$ cat src/common/host_port_pkg.sv
// Shared constants and types of the parallel host port.
package host_port_pkg;

    // ------------------------------------------------------------
    // Clock and character timing.
    // ------------------------------------------------------------
    localparam int CLK_PERIOD_NS = 10;
    localparam int CHAR_DIV = 10;
    localparam int TX_CLEAR_MIN = 8;
    localparam int SELFTEST_LEN = 511;

    // ------------------------------------------------------------
    // Widths and depths.
    // ------------------------------------------------------------
    localparam int CHAR_W = 12;
    localparam int FIFO_DEPTH = 32;
    localparam int LFSR_W = 9;
    localparam logic [LFSR_W-1:0] LFSR_SEED = 9'h1ff;
    localparam int LFSR_TAP = 4;

    // ------------------------------------------------------------
    // Special codes and policies.
    // ------------------------------------------------------------
    localparam logic [7:0] CODE_IRQ_SET = 8'h1c;
    localparam logic [7:0] CODE_IRQ_CLR = 8'h7c;
    localparam logic [1:0] DISCARD_KEEP = 2'h0;

    typedef logic [CHAR_W-1:0] char_t;

    typedef struct packed {
        char_t chr;
        logic special;
        logic violation;
        logic cell_start;
    } rx_entry_t;

    typedef struct packed {
        logic fifo_bypass_n;
        logic codec_bypass_n;
        logic char_width_sel;
        logic [1:0] discard_policy;
    } port_cfg_t;

    typedef enum logic {
        TX_HOST = 1'b0,
        TX_SELFTEST = 1'b1
    } tx_mode_t;

endpackage

$ cat src/logic/host_port.sv
// Host port status, transmit self test and receive bus multiplexer.
//
// Contract
// Bypassed FIFO: empty flag means ready.
// Self test: empty flag pulses at sequence end.
// Clear held eight cycles starts FIFO clear.
// Clear input ignored while FIFO bypassed.
// Self test sends repeating 511-character sequence.
// Self test off resumes host data.
// Transmit FIFO reads stop during self test.
// Self-test enable synchronised before use.
// Receive bus updates only when addressed, enabled.
// Codec bypass: low bits carry raw character.
// Set code drives remote interrupt high.
// Clear code drives remote interrupt low.
// Interrupt codes dropped unless discard policy 0.
// FIFO bypassed, decoded: interrupt bit unused.
// Codec bypass: bit 8 is raw bit 8.
// Decoded 10-bit: bit 9 is data MSB.
// Host ignores bit 9 in decoded 8-bit.
// Codec bypass: bit 9 is raw bit 9.
// FIFO decoded: violation bit encodes specials.
// No FIFO, decoded: violation flags bad code.
// Raw 10-bit width: bit 10 is raw bit 10.
// Raw 8-bit width: bit 10 driven low.
// FIFO read each edge while enabled, else undriven.
`timescale 1ns/100ps

// ----------------------------------------------------------------
// Synchronous FIFO with valid and ready on both sides.
// ----------------------------------------------------------------
module fifo_buf #(
    parameter int WIDTH = 12,
    parameter int DEPTH = 32
) (
    // Clock and reset.
    input wire logic clk_i,
    input wire logic nrst_i,
    input wire logic flush_i,
    // Write side.
    input wire logic in_valid_i,
    output logic in_ready_o,
    input wire logic [WIDTH-1:0] in_data_i,
    // Read side.
    output logic out_valid_o,
    input wire logic out_ready_i,
    output logic [WIDTH-1:0] out_data_o,
    output logic [$clog2(DEPTH):0] level_o
);
    localparam int AW = $clog2(DEPTH);

    if (DEPTH < 2 || (DEPTH & (DEPTH - 1)) != 0) begin : g_bad_depth
        $error("fifo_buf depth must be a power of two");
    end

    logic [WIDTH-1:0] mem [DEPTH];
    logic [AW-1:0] wr_ptr;
    logic [AW-1:0] rd_ptr;
    logic [AW:0] count;
    logic push;
    logic pop;

    assign push = in_valid_i && in_ready_o;
    assign pop = out_valid_o && out_ready_i;
    assign in_ready_o = count != (AW+1)'(DEPTH);
    assign out_valid_o = count != '0;
    assign out_data_o = mem[rd_ptr];
    assign level_o = count;

    always_ff @(posedge clk_i) begin
        if (push) begin
            mem[wr_ptr] <= in_data_i;
        end
    end

    always_ff @(posedge clk_i) begin
        if (!nrst_i || flush_i) begin
            wr_ptr <= '0;
            rd_ptr <= '0;
            count <= '0;
        end else begin
            if (push) begin
                wr_ptr <= wr_ptr + 1'b1;
            end
            if (pop) begin
                rd_ptr <= rd_ptr + 1'b1;
            end
            count <= count + (AW+1)'(push) - (AW+1)'(pop);
        end
    end
endmodule

// ----------------------------------------------------------------
// Host port top.
// ----------------------------------------------------------------
module host_port #(
    parameter int DEPTH = host_port_pkg::FIFO_DEPTH,
    parameter int DIV = host_port_pkg::CHAR_DIV
) (
    // Clock and reset.
    input wire logic clk_i,
    input wire logic nrst_i,
    // Configuration.
    input wire host_port_pkg::port_cfg_t cfg_i,
    // Transmit host side.
    input wire host_port_pkg::char_t tx_data_i,
    input wire logic tx_valid_i,
    output logic tx_ready_o,
    input wire logic tx_fifo_clear_n_i,
    input wire logic tx_selftest_en_n_i,
    output logic tx_empty_flag_o,
    // Transmit line side.
    output host_port_pkg::char_t tx_char_o,
    output logic tx_char_strobe_o,
    // Receive line side.
    input wire host_port_pkg::rx_entry_t rx_line_i,
    input wire logic rx_line_valid_i,
    output logic rx_line_ready_o,
    // Receive host side.
    input wire logic address_match_n_i,
    input wire logic rx_enable_n_i,
    output host_port_pkg::char_t rx_bus_o,
    output logic rx_special_flag_o,
    output logic rx_bus_oe_o,
    output logic rx_remote_irq_o
);
    import host_port_pkg::*;

    localparam int LW = $clog2(DEPTH) + 1;
    localparam logic [LW-1:0] ROOM = LW'(DEPTH - 1);

    if (DIV < 2 || DIV > 256 || DEPTH < 4) begin : g_bad_param
        $error("host_port needs DIV in 2..256 and DEPTH >= 4");
    end

    // ------------------------------------------------------------
    // Character rate divider.
    // ------------------------------------------------------------
    logic [7:0] div_cnt;
    logic char_tick;

    always_ff @(posedge clk_i) begin
        if (!nrst_i || div_cnt == 8'(DIV - 1)) begin
            div_cnt <= 8'h00;
        end else begin
            div_cnt <= div_cnt + 8'h01;
        end
    end
    assign char_tick = div_cnt == 8'(DIV - 1);

    // ------------------------------------------------------------
    // Self-test enable synchroniser and mode.
    // ------------------------------------------------------------
    logic st_meta_n;
    logic st_sync_n;
    tx_mode_t tx_mode;

    always_ff @(posedge clk_i) begin
        if (!nrst_i) begin
            st_meta_n <= 1'b1;
            st_sync_n <= 1'b1;
        end else begin
            st_meta_n <= tx_selftest_en_n_i;
            st_sync_n <= st_meta_n;
        end
    end

    always_ff @(posedge clk_i) begin
        if (!nrst_i) begin
            tx_mode <= TX_HOST;
        end else if (char_tick) begin
            tx_mode <= st_sync_n ? TX_HOST : TX_SELFTEST;
        end
    end

    // ------------------------------------------------------------
    // Transmit FIFO clear.
    // ------------------------------------------------------------
    logic [3:0] clr_cnt;
    logic tx_flush;

    always_ff @(posedge clk_i) begin
        if (!nrst_i || tx_fifo_clear_n_i) begin
            clr_cnt <= 4'h0;
        end else if (clr_cnt != 4'(TX_CLEAR_MIN)) begin
            clr_cnt <= clr_cnt + 4'h1;
        end
    end
    assign tx_flush = !tx_fifo_clear_n_i && cfg_i.fifo_bypass_n
        && clr_cnt == 4'(TX_CLEAR_MIN - 1);

    // ------------------------------------------------------------
    // Transmit data path.
    // ------------------------------------------------------------
    logic tx_write;
    logic tx_pop;
    logic tx_fifo_valid;
    char_t tx_fifo_data;
    logic [LW-1:0] tx_level;
    logic byp_full;
    logic next_byp_full;
    char_t byp_data;
    logic byp_send;

    assign tx_write = tx_valid_i && tx_ready_o;
    assign tx_pop = cfg_i.fifo_bypass_n && char_tick
        && tx_mode == TX_HOST && tx_fifo_valid;
    assign byp_send = !cfg_i.fifo_bypass_n && char_tick
        && tx_mode == TX_HOST && byp_full;

    fifo_buf #(.WIDTH(CHAR_W), .DEPTH(DEPTH)) u_tx_fifo (
        .clk_i(clk_i),
        .nrst_i(nrst_i),
        .flush_i(tx_flush),
        .in_valid_i(tx_write && cfg_i.fifo_bypass_n),
        .in_ready_o(),
        .in_data_i(tx_data_i),
        .out_valid_o(tx_fifo_valid),
        .out_ready_i(tx_pop),
        .out_data_o(tx_fifo_data),
        .level_o(tx_level)
    );

    always_comb begin
        next_byp_full = byp_full;
        if (cfg_i.fifo_bypass_n || byp_send) begin
            next_byp_full = 1'b0;
        end
        if (tx_write && !cfg_i.fifo_bypass_n) begin
            next_byp_full = 1'b1;
        end
    end

    always_ff @(posedge clk_i) begin
        if (!nrst_i) begin
            byp_full <= 1'b0;
            byp_data <= '0;
        end else begin
            byp_full <= next_byp_full;
            if (tx_write && !cfg_i.fifo_bypass_n) begin
                byp_data <= tx_data_i;
            end
        end
    end

    always_ff @(posedge clk_i) begin
        if (!nrst_i) begin
            tx_ready_o <= 1'b0;
        end else if (cfg_i.fifo_bypass_n) begin
            tx_ready_o <= tx_level + LW'(tx_write) < ROOM;
        end else begin
            tx_ready_o <= !next_byp_full;
        end
    end

    // ------------------------------------------------------------
    // Self-test sequence generator.
    // ------------------------------------------------------------
    logic [LFSR_W-1:0] lfsr;
    logic [8:0] st_cnt;
    logic st_end;

    assign st_end = tx_mode == TX_SELFTEST && char_tick
        && st_cnt == 9'(SELFTEST_LEN - 1);

    always_ff @(posedge clk_i) begin
        if (!nrst_i || tx_mode == TX_HOST) begin
            lfsr <= LFSR_SEED;
            st_cnt <= 9'h000;
        end else if (char_tick) begin
            lfsr <= {lfsr[LFSR_W-2:0], lfsr[LFSR_W-1] ^ lfsr[LFSR_TAP]};
            st_cnt <= st_end ? 9'h000 : st_cnt + 9'h001;
        end
    end

    always_ff @(posedge clk_i) begin
        if (!nrst_i) begin
            tx_char_o <= '0;
            tx_char_strobe_o <= 1'b0;
        end else begin
            tx_char_strobe_o <= 1'b0;
            if (tx_mode == TX_SELFTEST && char_tick) begin
                tx_char_o <= CHAR_W'(lfsr);
                tx_char_strobe_o <= 1'b1;
            end else if (tx_pop) begin
                tx_char_o <= tx_fifo_data;
                tx_char_strobe_o <= 1'b1;
            end else if (byp_send) begin
                tx_char_o <= byp_data;
                tx_char_strobe_o <= 1'b1;
            end
        end
    end

    always_ff @(posedge clk_i) begin
        if (!nrst_i) begin
            tx_empty_flag_o <= 1'b0;
        end else if (tx_mode == TX_SELFTEST) begin
            tx_empty_flag_o <= st_end;
        end else if (!cfg_i.fifo_bypass_n) begin
            tx_empty_flag_o <= !next_byp_full;
        end else begin
            tx_empty_flag_o <= tx_level == LW'(0) && !tx_write;
        end
    end

    // ------------------------------------------------------------
    // Receive interrupt code extraction.
    // ------------------------------------------------------------
    logic rx_fifo_mode;
    logic rx_take;
    logic code_set;
    logic code_clr;
    logic rx_push;
    logic [LW-1:0] rx_level;
    logic rx_fifo_valid;
    logic rx_pop;
    logic rx_en;
    rx_entry_t rx_fifo_data;

    assign rx_fifo_mode = cfg_i.fifo_bypass_n && cfg_i.codec_bypass_n;
    assign rx_take = rx_line_valid_i && rx_line_ready_o;
    assign code_set = rx_fifo_mode && rx_line_i.special
        && rx_line_i.chr[7:0] == CODE_IRQ_SET;
    assign code_clr = rx_fifo_mode && rx_line_i.special
        && rx_line_i.chr[7:0] == CODE_IRQ_CLR;
    assign rx_push = rx_take && cfg_i.fifo_bypass_n && !((code_set
        || code_clr) && cfg_i.discard_policy != DISCARD_KEEP);
    assign rx_en = !address_match_n_i && !rx_enable_n_i;
    assign rx_pop = rx_en && rx_fifo_valid && cfg_i.fifo_bypass_n;

    always_ff @(posedge clk_i) begin
        if (!nrst_i) begin
            rx_remote_irq_o <= 1'b0;
        end else if (rx_take && code_set) begin
            rx_remote_irq_o <= 1'b1;
        end else if (rx_take && code_clr) begin
            rx_remote_irq_o <= 1'b0;
        end
    end

    fifo_buf #(.WIDTH($bits(rx_entry_t)), .DEPTH(DEPTH)) u_rx_fifo (
        .clk_i(clk_i),
        .nrst_i(nrst_i),
        .flush_i(1'b0),
        .in_valid_i(rx_push),
        .in_ready_o(),
        .in_data_i(rx_line_i),
        .out_valid_o(rx_fifo_valid),
        .out_ready_i(rx_pop),
        .out_data_o(rx_fifo_data),
        .level_o(rx_level)
    );

    always_ff @(posedge clk_i) begin
        if (!nrst_i) begin
            rx_line_ready_o <= 1'b0;
        end else begin
            rx_line_ready_o <= !cfg_i.fifo_bypass_n
                || rx_level + LW'(rx_push) < ROOM;
        end
    end

    // ------------------------------------------------------------
    // Receive bus multiplexer.
    // ------------------------------------------------------------
    function automatic char_t map_bus(rx_entry_t e, logic irq);
        char_t b;
        b = '0;
        if (!cfg_i.codec_bypass_n) begin
            b[9:0] = e.chr[9:0];
            if (!cfg_i.char_width_sel) begin
                b[11:10] = e.chr[11:10];
            end
        end else begin
            b[7:0] = e.chr[7:0];
            if (!cfg_i.char_width_sel) begin
                b[9] = e.chr[9];
            end
            if (cfg_i.fifo_bypass_n) begin
                b[8] = irq;
                b[11] = e.cell_start;
            end else if (!cfg_i.char_width_sel) begin
                b[8] = e.chr[8];
            end
            b[10] = e.violation;
        end
        return b;
    endfunction

    always_ff @(posedge clk_i) begin
        if (!nrst_i) begin
            rx_bus_o <= '0;
            rx_special_flag_o <= 1'b0;
            rx_bus_oe_o <= 1'b0;
        end else begin
            rx_bus_oe_o <= rx_en;
            if (rx_pop) begin
                rx_bus_o <= map_bus(rx_fifo_data, rx_remote_irq_o);
                rx_special_flag_o <= rx_fifo_data.special
                    && cfg_i.codec_bypass_n;
            end else if (rx_en && rx_take && !cfg_i.fifo_bypass_n) begin
                rx_bus_o <= map_bus(rx_line_i, 1'b0);
                rx_special_flag_o <= rx_line_i.special
                    && cfg_i.codec_bypass_n;
            end
        end
    end
endmodule

$ cat config.mk
export PLATFORM = sky130hd
export DESIGN_NAME = host_port
export DESIGN_NICKNAME = d
export VERILOG_FILES = /design/src/common/host_port_pkg.sv /design/src/logic/host_port.sv
export SDC_FILE = /design/constraint.sdc
export NUM_CORES = 1
export LEC_CHECK = 0
export BUFFER_PORTS_ARGS = -buffer_cell sky130_fd_sc_hd__buf_2
export CAP_MARGIN = 15
export CORE_AREA = 2 2 244 246
export DETAILED_ROUTE_END_ITERATION = 16
export DIE_AREA = 0 0 246 248
export PLACE_DENSITY = 0.89
export SKIP_CTS_REPAIR_TIMING = 1
export SLEW_MARGIN = 40
export SYNTH_ARGS = -nofsm -noshare
export SYNTH_HDL_FRONTEND = slang
export SYNTH_SLANG_ARGS = --single-unit
$ cat constraint.sdc
create_clock -name clk_i -period 5.15 [get_ports clk_i]
set_clock_uncertainty 0.05 [all_clocks]
set_input_delay 0.2575 -clock clk_i [delete_from_list [all_inputs] [get_ports clk_i]]
set_output_delay 0.2575 -clock clk_i [all_outputs]
set_load 0.005 [all_outputs]
; ---- After elaboration in Yosys (flattened, before gate mapping)
; Memory sizes are Yosys's and may differ from the RTL's. A register that Yosys moved wholly into a read port is not among the register bits.
; Index checks and enable logic that the tools add are counted.
[op_classes]
n_bitwise = 3
n_mul = 0
addsub = 13
n_reduce_logical = 59
n_div = 0
shifts = 0
mux = 39
eq_ne = 8
n_lt_le_gt_ge = 2
[ops]
columns = op, count
row1 = $mux 12, 6
row2 = $logic_and 1x1->1, 35
row3 = $mux 1, 25
row4 = $add 6x1->6, 4
row5 = $add 5x1->5 const B, 4
row6 = $mux 5, 4
row7 = $mux 9, 2
row8 = $lt 6x5->1 const B, 2
row9 = $ne 6x6->1 const B, 2
row10 = $reduce_bool 6->1, 2
row11 = $sub 6x1->6, 2
row12 = $add 9x1->9 const B, 1
row13 = $eq 9x9->1 const B, 1
row14 = $add 8x1->8 const B, 1
row15 = $eq 8x4->1 const B, 1
row16 = $eq 8x5->1 const B, 1
row17 = $eq 8x7->1 const B, 1
row18 = $logic_not 1->1, 8
row19 = $reduce_bool 2->1, 4
row20 = $logic_or 1x1->1, 7
row21 = $logic_not 6->1, 1
row22 = $add 4x1->4 const B, 1
row23 = $eq 4x3->1 const B, 1
row24 = $mux 2, 2
row25 = other kinds (5), 6
[totals]
rom_bits = 0
latchBits = 0
memories = 2
inputBits = 40
ff_bits = 109
ram_bits = 864
word_cells = 151
output_inout_bits = 31
[memory_table]
columns = memory, words, word_bits, rd, rd_ports_with_merged_regs, wr, line_no
row1 = u_rx_fifo.mem, 32, 15, 1, 1, 1, host_port.sv:56  ; logic [WIDTH-1:0] mem [DEPTH];
row2 = u_tx_fifo.mem, 32, 12, 1, 1, 1, host_port.sv:56

; ---- Depth between registers and ports, before layout
; Gate-level depths: netlist of the first run.
[depth]
word_depth = 10
ltp_mapped = 18
ltp_nobuf = 17

; ---- Hierarchy
; Synthesis of the first run repeated with hierarchy kept, for this count alone.
[hier_totals]
hier_cells = 2320
hier_area_um2 = 39061.2
[modules_own_cells]
columns = module, instances, cells_per_inst, area_each_um2, seq_area_each_um2
row1 = fifo_buf (u_rx_fifo), 1, 1012, 19489.9, 14834.2
row2 = fifo_buf (u_tx_fifo), 1, 845, 15942.8, 11951.5
row3 = host_port, 1, 463, 3628.5, 1541.5

; ---- Worst setup path before layout of the first run
; Ideal clock, no wire load.
[synth_timing]
path_kind = register -> register
from = reg u_tx_fifo.count[2], in the netlist u_tx_fifo.level_o[2]
to = reg u_tx_fifo.count[4], in the netlist u_tx_fifo.level_o[4]
synth_period_minus_slack_ps = 2973
arrival_ps = 2795
setup_slack_ps = 2177
t_required_ps = 4972
setup_time_ps = 128
path_buffers = 1
stages_incl_launch_ff = 18
path_cell_list = dfxtp_1 > inv_1 > ha_1 > a31o_2 > or3_1 > buf_2 > inv_2 > ha_1 > inv_1 > ha_1 > inv_1 > fa_1 > inv_1 > a21oi_1 > nor2_1 > nor2_1 > xor2_1 > nor2_1
[synth_between]
elab_chain_len = 4
word_cells_on_any_way = 7
cone_classes = 2 x add/sub / 1 x eq/ne / 4 x reduce/logical
[synth_lines]
columns = element, line_no
row1 = "start, declared", host_port.sv:59  ; logic [AW:0] count;
row2 = "start signal, assigned", host_port.sv:88  ; count <= count + (AW+1)'(push) - (AW+1)'(pop);
row3 = $ne 6x6->1 / $reduce_bool 6->1 (equally long branches), "host_port.sv:65, host_port.sv:66"
row4 = "$logic_and 1x1->1, on equally long branches", "host_port.sv:63, host_port.sv:207"
row5 = $add 6x1->6 / $logic_and 1x1->1 (equally long branches), "host_port.sv:88, host_port.sv:64"
row6 = $sub 6x1->6 *, host_port.sv:88
; Every way passes the cells marked *; elsewhere a longest branch is shown, timed or not.
; A chain may end at the register's enable or synchronous reset.

; ---- Worst setup path after layout of the first run
[layout_timing]
from = reg u_rx_fifo.count[2], in the netlist u_rx_fifo.level_o[2]
to = reg u_rx_fifo.count[5], in the netlist u_rx_fifo.level_o[5]
[layout_between]
elab_chain_len = 5
word_cells_on_any_way = 8
cone_classes = 2 x add/sub / 1 x eq/ne / 5 x reduce/logical
[layout_lines]
columns = element, line_no
row1 = "start, declared", host_port.sv:59
row2 = "start signal, assigned", host_port.sv:88
row3 = "parallel branches: the longest is 4 deep, another holds $add 6x1->6", -
row4 = $sub 6x1->6 *, host_port.sv:88
; Mark *: on every way between the ends.

==> impl_metrics.py, run 1 <==
metrics = {
    "status": {
        "status": "finished, final reports clean",
    },
    "cts": {
        "cts_tree": "yes",
        "htreeDepth": 3,
        "cts.root.buffer_cell": "clkbuf_16",
        "clk_latency_ps": 660,
        "clockBufferDepth": 3,
        "cts_made_buffers": 93,
        "cts.sinks": 983,
        "clk_pin_slew_ps": 60,
    },
    "finish": {
        "area_delta_synth_final_pct": 11.9,
        "nets": 2303,
        "fin_area_sq_um": 43400,
        "final_util": 0.743,
        "fin_cells": 3071,
        "layout-drive-gt1-share": 0.241,
    },
    "grt": {
        "grt_max_degree": 49,
        "overflow": 0,
        "globalRouteTotalUtil": 0.346,
        "antenna_found_initial": 6,
        "grt_pass1_wl_um": 150000,
        "grt_pass1_vias": 22700,
    },
    "critical_path": {
        "cp.arrival_ps": 4420,
        "required_ps": 5690,
        "cp-start-kind": "flop",
        "rrSetupSlack_ps": 1270,
        "setup.worst_path.class": "flop to flop",
        "critPathCaptureType": "flop",
        "crit_fanout": 14,
    },
    "synth": {
        "yosys.area.top_type_share": 0.668,
        "ys_ff_latch": 983,
        "yosysTopAreaCell": "edfxtp_1",
        "synth_cell_types": 65,
        "yosys_warnings": 0,
        "synth-seq-area-share": 0.729,
        "synth.area.top_cells": "edfxtp_1 67%, mux4_2 14%, dfxtp_1 6.1%",
        "synth_area_sq_um": 38800,
        "synth_nets": 2169,
        "async_reset_ff_frac": 0,
        "syn-instance-count": 2083,
        "synth_edf_count": 864,
        "synth_flop_cell": "edfxtp_1",
        "avgSynthCellArea_sq_um": 18.6,
    },
    "timing": {
        "maxSlewHeadroom": 0.437,
        "max_slew.worst_pin.slew_ps": 824,
        "setup_viol": 0,
        "holdWs_ps": 20.7,
        "setup_ws_ps": 1270,
        "setup_tns_ps": 0,
        "hold_viol": 0,
        "fmax_mhz": 258,
        "rsz0062_at_grt": "false",
        "slew_viol_final": 0,
        "min_period_ps": 3880,
        "fin_crit_sh": 0.753,
    },
    "power_and_ir_drop": {
        "seq_power_share": 0.524,
        "p_clk_frac": 0.419,
        "swShare": 0.217,
        "leakagePower_nw": 13.8,
        "total_power_mw": 16.8,
        "p_per_area_nw_per_um2": 387,
        "p_int_mw": 13.2,
        "net-switching-power_mw": 3.65,
        "max-vdd-ir-drop_v": 0.000351,
        "combPwrFrac": 0.057,
    },
    "floorplan": {
        "fp.dieH_um": 248,
        "dieArea_sq_um": 61000,
        "row_count": 89,
        "core_region_area_sq_um": 58500,
        "start_util": 0.664,
        "ios": 71,
        "die_x_um": 246,
    },
    "drt": {
        "drc_errors": 0,
        "drt_iter0_markers": 3251,
        "ant_nets": 0,
        "vias": 22200,
        "vias_per_cell": 7.24,
        "firstDrtPassIters": 12,
        "wire_per_inst_um": 33.6,
        "wl_um": 103000,
    },
    "worst_hold_path": {
        "worstHoldPathType": "input port to flop",
    },
    "placed_design": {
        "io_buffers": 70,
        "place_ws_ps": 1540,
        "hpwl_um": 55200,
        "gp_congestion": 0.851,
        "placed_cells": 2891,
        "postPlaceCellArea_sq_um": 40300,
    },
    "flow_run": {
        "maxCapViolations": 0,
    },
}
==> flip-flops by register name, summed over array words and instances, names as in the netlist, 6 cells and up, named ones only <==
signal / count
u_tx_fifo.mem: 384
tx_char_o: 12
st_cnt: 9
u_rx_fifo.mem: 480
rx_bus_o: 12
div_cnt: 8
u_rx_fifo.level_o: 6
byp_data: 12
lfsr: 9
u_tx_fifo.level_o: 6
==> routing by layer <==
metal | global-route usage | routed length, um
met3 | 0.0782 | 11700
met2 | 0.587 | 52000
met1 | 0.413 | 32100
met5 | 0 | 25
met4 | 0.199 | 7150
==> Yosys cell counts (all sizes together), types with 3 or more instances <==
library cell and number:
o22ai 11, inv 33, a22o 6, clkbuf 43, o21a 4, nand3 50, and3 4, nand4 18
nor4 5, o21ai 22, or2 4, a21oi 37, nor3b 4, a21boi 17, o221ai 4, nor3 7
and2 26, o221a 6, o211ai 3, xor2 21, a22oi 22, nand2 126, a31oi 6, mux4 233
nor2 132, dfxtp 119, or3 6, a211oi 8, edfxtp 864, buf 61, xnor2 19, nand2b 8
nor2b 19, nand3b 8, ha 44, mux2i 47, a2111oi 7, a211o 3
==> critical path: stages, from the launching register on <==
cell and delay (ps):
dfxtp_1 430, inv_1 110, ha_1 240, nand3_1 270, nand3_1 120, buf_4 240, inv_1 500, ha_1 270
inv_1 90, ha_1 330, a21o_1 180, a21oi_1 320, o21bai_1 140, a21oi_1 200, xor2_1 190, and2_1 150
==> placed cells by master, fill, tap and decap left out, drive strengths merged, types with 5 or more instances in the layout <==
cell | Yosys | final
edfxtp | 864 | 864
mux4 | 233 | 233
buf | 61 | 140
nor2 | 132 | 132
clkbuf | 43 | 131
nand2 | 126 | 126
dfxtp | 119 | 119
nand3 | 50 | 50
mux2i | 47 | 47
ha | 44 | 44
a21oi | 37 | 37
inv | 33 | 36
clkinv | 0 | 28
and2 | 26 | 26
a22oi | 22 | 22
o21ai | 22 | 22
xor2 | 21 | 21
xnor2 | 19 | 19
nor2b | 19 | 19
nand4 | 18 | 18
a21boi | 17 | 17
o22ai | 11 | 11
bufinv | 0 | 11
nand3b | 8 | 8
nand2b | 8 | 8
a211oi | 8 | 8
nor3 | 7 | 7
a2111oi | 7 | 7
or3 | 6 | 6
a22o | 6 | 6
o221a | 6 | 6
a31oi | 6 | 6
nor4 | 5 | 5
==> power by group through the flow <==
stage / Combinational (mW) / Clock, mW / Sequential (mW)
finish: 0.962 / 7.04 / 8.81
global route: 1.02 / 7.30 / 8.82
CTS: 0.926 / 7.03 / 8.81
detailed placement: 0.868 / 0 / 8.98
global placement: 0.815 / 0 / 8.97
floorplan: 0.587 / 0 / 8.94
==> worst paths after layout <==
| path | startpoint | endpoint | cells after the start |
|---|---|---|---|
| setup / recovery | u_rx_fifo.level_o[2] | u_rx_fifo.level_o[5] | 15 |
| hold reg to reg | st_meta_n | st_sync_n | 1 |
| setup reg to reg | u_rx_fifo.level_o[2] | u_rx_fifo.level_o[5] | 15 |
| hold / removal | cfg_i[4] | rx_line_ready_o | 2 |
==> cell type report <==
| type | count | area, sq um |
|---|---|---|
| clock inverters | 43 | 505 |
| inverters | 33 | 124 |
| clock buffers | 131 | 2580 |
| well taps | 773 | 967 |
| fillers | 2898 | 15000 |
| diodes | 2 | 5.00 |
| flip-flops and latches | 983 | 28400 |
| repair buffers | 143 | 981 |
| multi-input cells | 963 | 9920 |
==> logic make-up after synthesis <==
| group | share of synthesized area |
|---|---|
| compound gates | 0.0308 |
| buf+inv | 0.0170 |
| fa+ha+maj | 0.0152 |
| mux | 0.148 |
| simple gates | 0.0509 |
| flops | 0.729 |
| xor+xnor | 0.00902 |
(Power assumes the default switching activity.)
==> run 2, diff against run 1 <==
--- a/config.mk
+++ b/config.mk
@@ -7,10 +7,10 @@
 export LEC_CHECK = 0
 export BUFFER_PORTS_ARGS = -buffer_cell sky130_fd_sc_hd__buf_2
 export CAP_MARGIN = 15
-export CORE_AREA = 2 2 244 246
+export CORE_AREA = 2 2 267 269
 export DETAILED_ROUTE_END_ITERATION = 16
-export DIE_AREA = 0 0 246 248
-export PLACE_DENSITY = 0.89
+export DIE_AREA = 0 0 269 271
+export PLACE_DENSITY = 0.8
 export SKIP_CTS_REPAIR_TIMING = 1
 export SLEW_MARGIN = 40
 export SYNTH_ARGS = -nofsm -noshare
==> constraint.sdc (replaced) <==
create_clock -name clk_i -period 3.4 [get_ports clk_i]
set_clock_uncertainty 0.05 [all_clocks]
set_input_delay 0.17 -clock clk_i [delete_from_list [all_inputs] [get_ports clk_i]]
set_output_delay 0.17 -clock clk_i [all_outputs]
set_load 0.005 [all_outputs]
==> impl_metrics.py, run 2 (synthesis results as in run 1) <==
metrics = {
    "finish": {
        "layout.area.seq_sq_um": 28300,
        "largest_reg_flops": 480,
        "layout-drive-gt1-share": 0.246,
        "max_flop_register": "u_rx_fifo.mem",
        "top_regs": "u_rx_fifo.mem x480, u_tx_fifo.mem x384",
        "mostFrequentLayoutCells": "864 x edfxtp_1, 233 x mux4_2, 126 x nor2_1",
        "fillers": 4585,
        "final_common_cell": "edfxtp_1",
        "nets": 2353,
        "diodes": 0,
        "area_delta_synth_final_pct": 13.0,
        "multi_input_area_sq_um": 9870,
    },
    "power_and_ir_drop": {
        "total_power_mw": 24.8,
        "max-vdd-ir-drop_v": 0.000656,
        "p_per_area_nw_per_um2": 566,
        "leakagePower_nw": 13.9,
    },
    "flow_run": {
        "maxCapViolations": 0,
    },
    "floorplan": {
        "fp.dieH_um": 271,
        "row_count": 97,
        "die_x_um": 269,
        "ios": 71,
        "start_util": 0.556,
        "dieArea_sq_um": 72900,
        "core_region_area_sq_um": 69800,
    },
    "drt": {
        "wire_per_inst_um": 28.0,
        "ant_nets": 0,
        "drc_errors": 0,
        "vias_per_cell": 6.37,
        "drt_iter0_markers": 2871,
        "wl_um": 91800,
        "vias": 20900,
        "firstDrtPassIters": 6,
    },
    "grt": {
        "grt_max_degree": 61,
        "overflow": 0,
        "grt_pass1_wl_um": 136000,
        "globalRouteTotalUtil": 0.255,
        "grt_pass1_vias": 21500,
        "antenna_found_initial": 2,
    },
    "cts": {
        "cts.sinks": 983,
        "cts_tree": "yes",
        "clk_pin_slew_ps": 60,
        "clk_latency_ps": 650,
        "clockBufferDepth": 3,
        "cts_made_buffers": 94,
        "htreeDepth": 3,
        "cts.root.buffer_cell": "clkbuf_16",
    },
    "timing": {
        "setup_ws_ps": 257,
        "setup_viol": 0,
        "hold_viol": 0,
        "min_period_ps": 3140,
        "setup_tns_ps": 0,
        "fin_crit_sh": 0.925,
        "max_slew.worst_pin.slew_ps": 956,
        "rsz0062_at_grt": "false",
        "fmax_mhz": 318,
        "maxSlewHeadroom": 0.361,
        "slew_viol_final": 0,
    },
    "critical_path": {
        "cp.arrival_ps": 3640,
        "max_stage_delay_ps": 590,
        "slowest_stage": "dlygate4sd3_1",
        "cp-start-kind": "input port",
        "setup.worst_path.class": "input port to flop",
        "path_buf_inv": 2,
        "path_cells": "dlygate4sd3_1 -> buf_2 -> and2_1 -> nand4_1 -> o311a_1 -> ha_1 -> fa_1 -> a21oi_1 -> nor2_1 -> or3_1 -> and3_1",
        "required_ps": 3900,
        "crit_family": "simple AND/OR/NAND/NOR gates",
        "critPathCaptureType": "flop",
        "crit_fanout": 5,
    },
    "placed_design": {
        "io_buffers": 70,
        "place_ws_ps": 326,
        "gp_congestion": 0.875,
        "hpwl_um": 55500,
    },
    "worst_hold_path": {
        "worstHoldPathType": "input port to flop",
    },
    "status": {
        "status": "finished, final reports clean",
    },
}
## run 2: cell types whose count changed in the layout (fill, tap and decap cells not counted), sizes merged
| cell | previous run | this run |
|---|---|---|
| buf | 140 | 185 |
| bufinv | 11 | 5 |
| dlygate4sd3 | 3 | 7 |
| clkinv | 28 | 31 |
| diode | 2 | 0 |
| clkinvlp | 1 | 2 |
| inv | 36 | 37 |
## run 2: routing by layer
| metal | up-vias | wire (um) | track usage |
|---|---|---|---|
| li1 | 8689 | - | - |
| met2 | 1270 | 45700 | 0.422 |
| met1 | 10700 | 33400 | 0.331 |
| met5 | - | 23 | 0 |
| met3 | 262 | 8590 | 0.0512 |
| met4 | 4 | 4060 | 0.109 |
## run 2: layout make-up
| class | count | area share |
|---|---|---|
| Timing Repair Buffer | 192 | 0.0318 |
| Inverter | 33 | 0.00282 |
| Clock inverter | 42 | 0.00895 |
| Sequential cell | 983 | 0.646 |
| Clock buffer | 131 | 0.0586 |
| Tap cell | 940 | 0.0268 |
| Multi-Input combinational cell | 963 | 0.225 |
## run 2: final timing paths
kind              cells after the start                 start                    to  slack (ps)
setup / recovery                     11              cfg_i[4]  u_rx_fifo.level_o[4]         260
hold / removal                        2          rx_line_i[3]  u_rx_fifo.mem[14][3]          20
setup reg to reg                     16  u_tx_fifo.level_o[3]  u_tx_fifo.level_o[4]         340
hold reg to reg                       1             st_meta_n             st_sync_n         350
## run 2: per-stage QoR
| step | hold WS (ps) | area, sq um | util | instances |
|---|---|---|---|---|
| 2_1_floorplan | 219 | 38800 | - | 2083 |
| 3_3_place_gp | 309 | 40800 | 0.585 | 3104 |
| 3_5_place_dp | 318 | 40800 | 0.585 | 3104 |
| 4_1_cts | -370 | 43800 | 0.627 | 3277 |
| 5_1_grt | 7.28 | 43900 | 0.629 | 3284 |
| 6_report | 22.3 | 43900 | 0.629 | 3284 |
## run 2: report_power, final
| part | internal [mW] | switching [mW] | total, mW |
|---|---|---|---|
| Clock | 5.69 | 4.38 | 10.1 |
| Combinational | 0.606 | 0.817 | 1.42 |
| Sequential | 13.2 | 0.114 | 13.3 |
| Total | 19.5 | 5.31 | 24.8 |
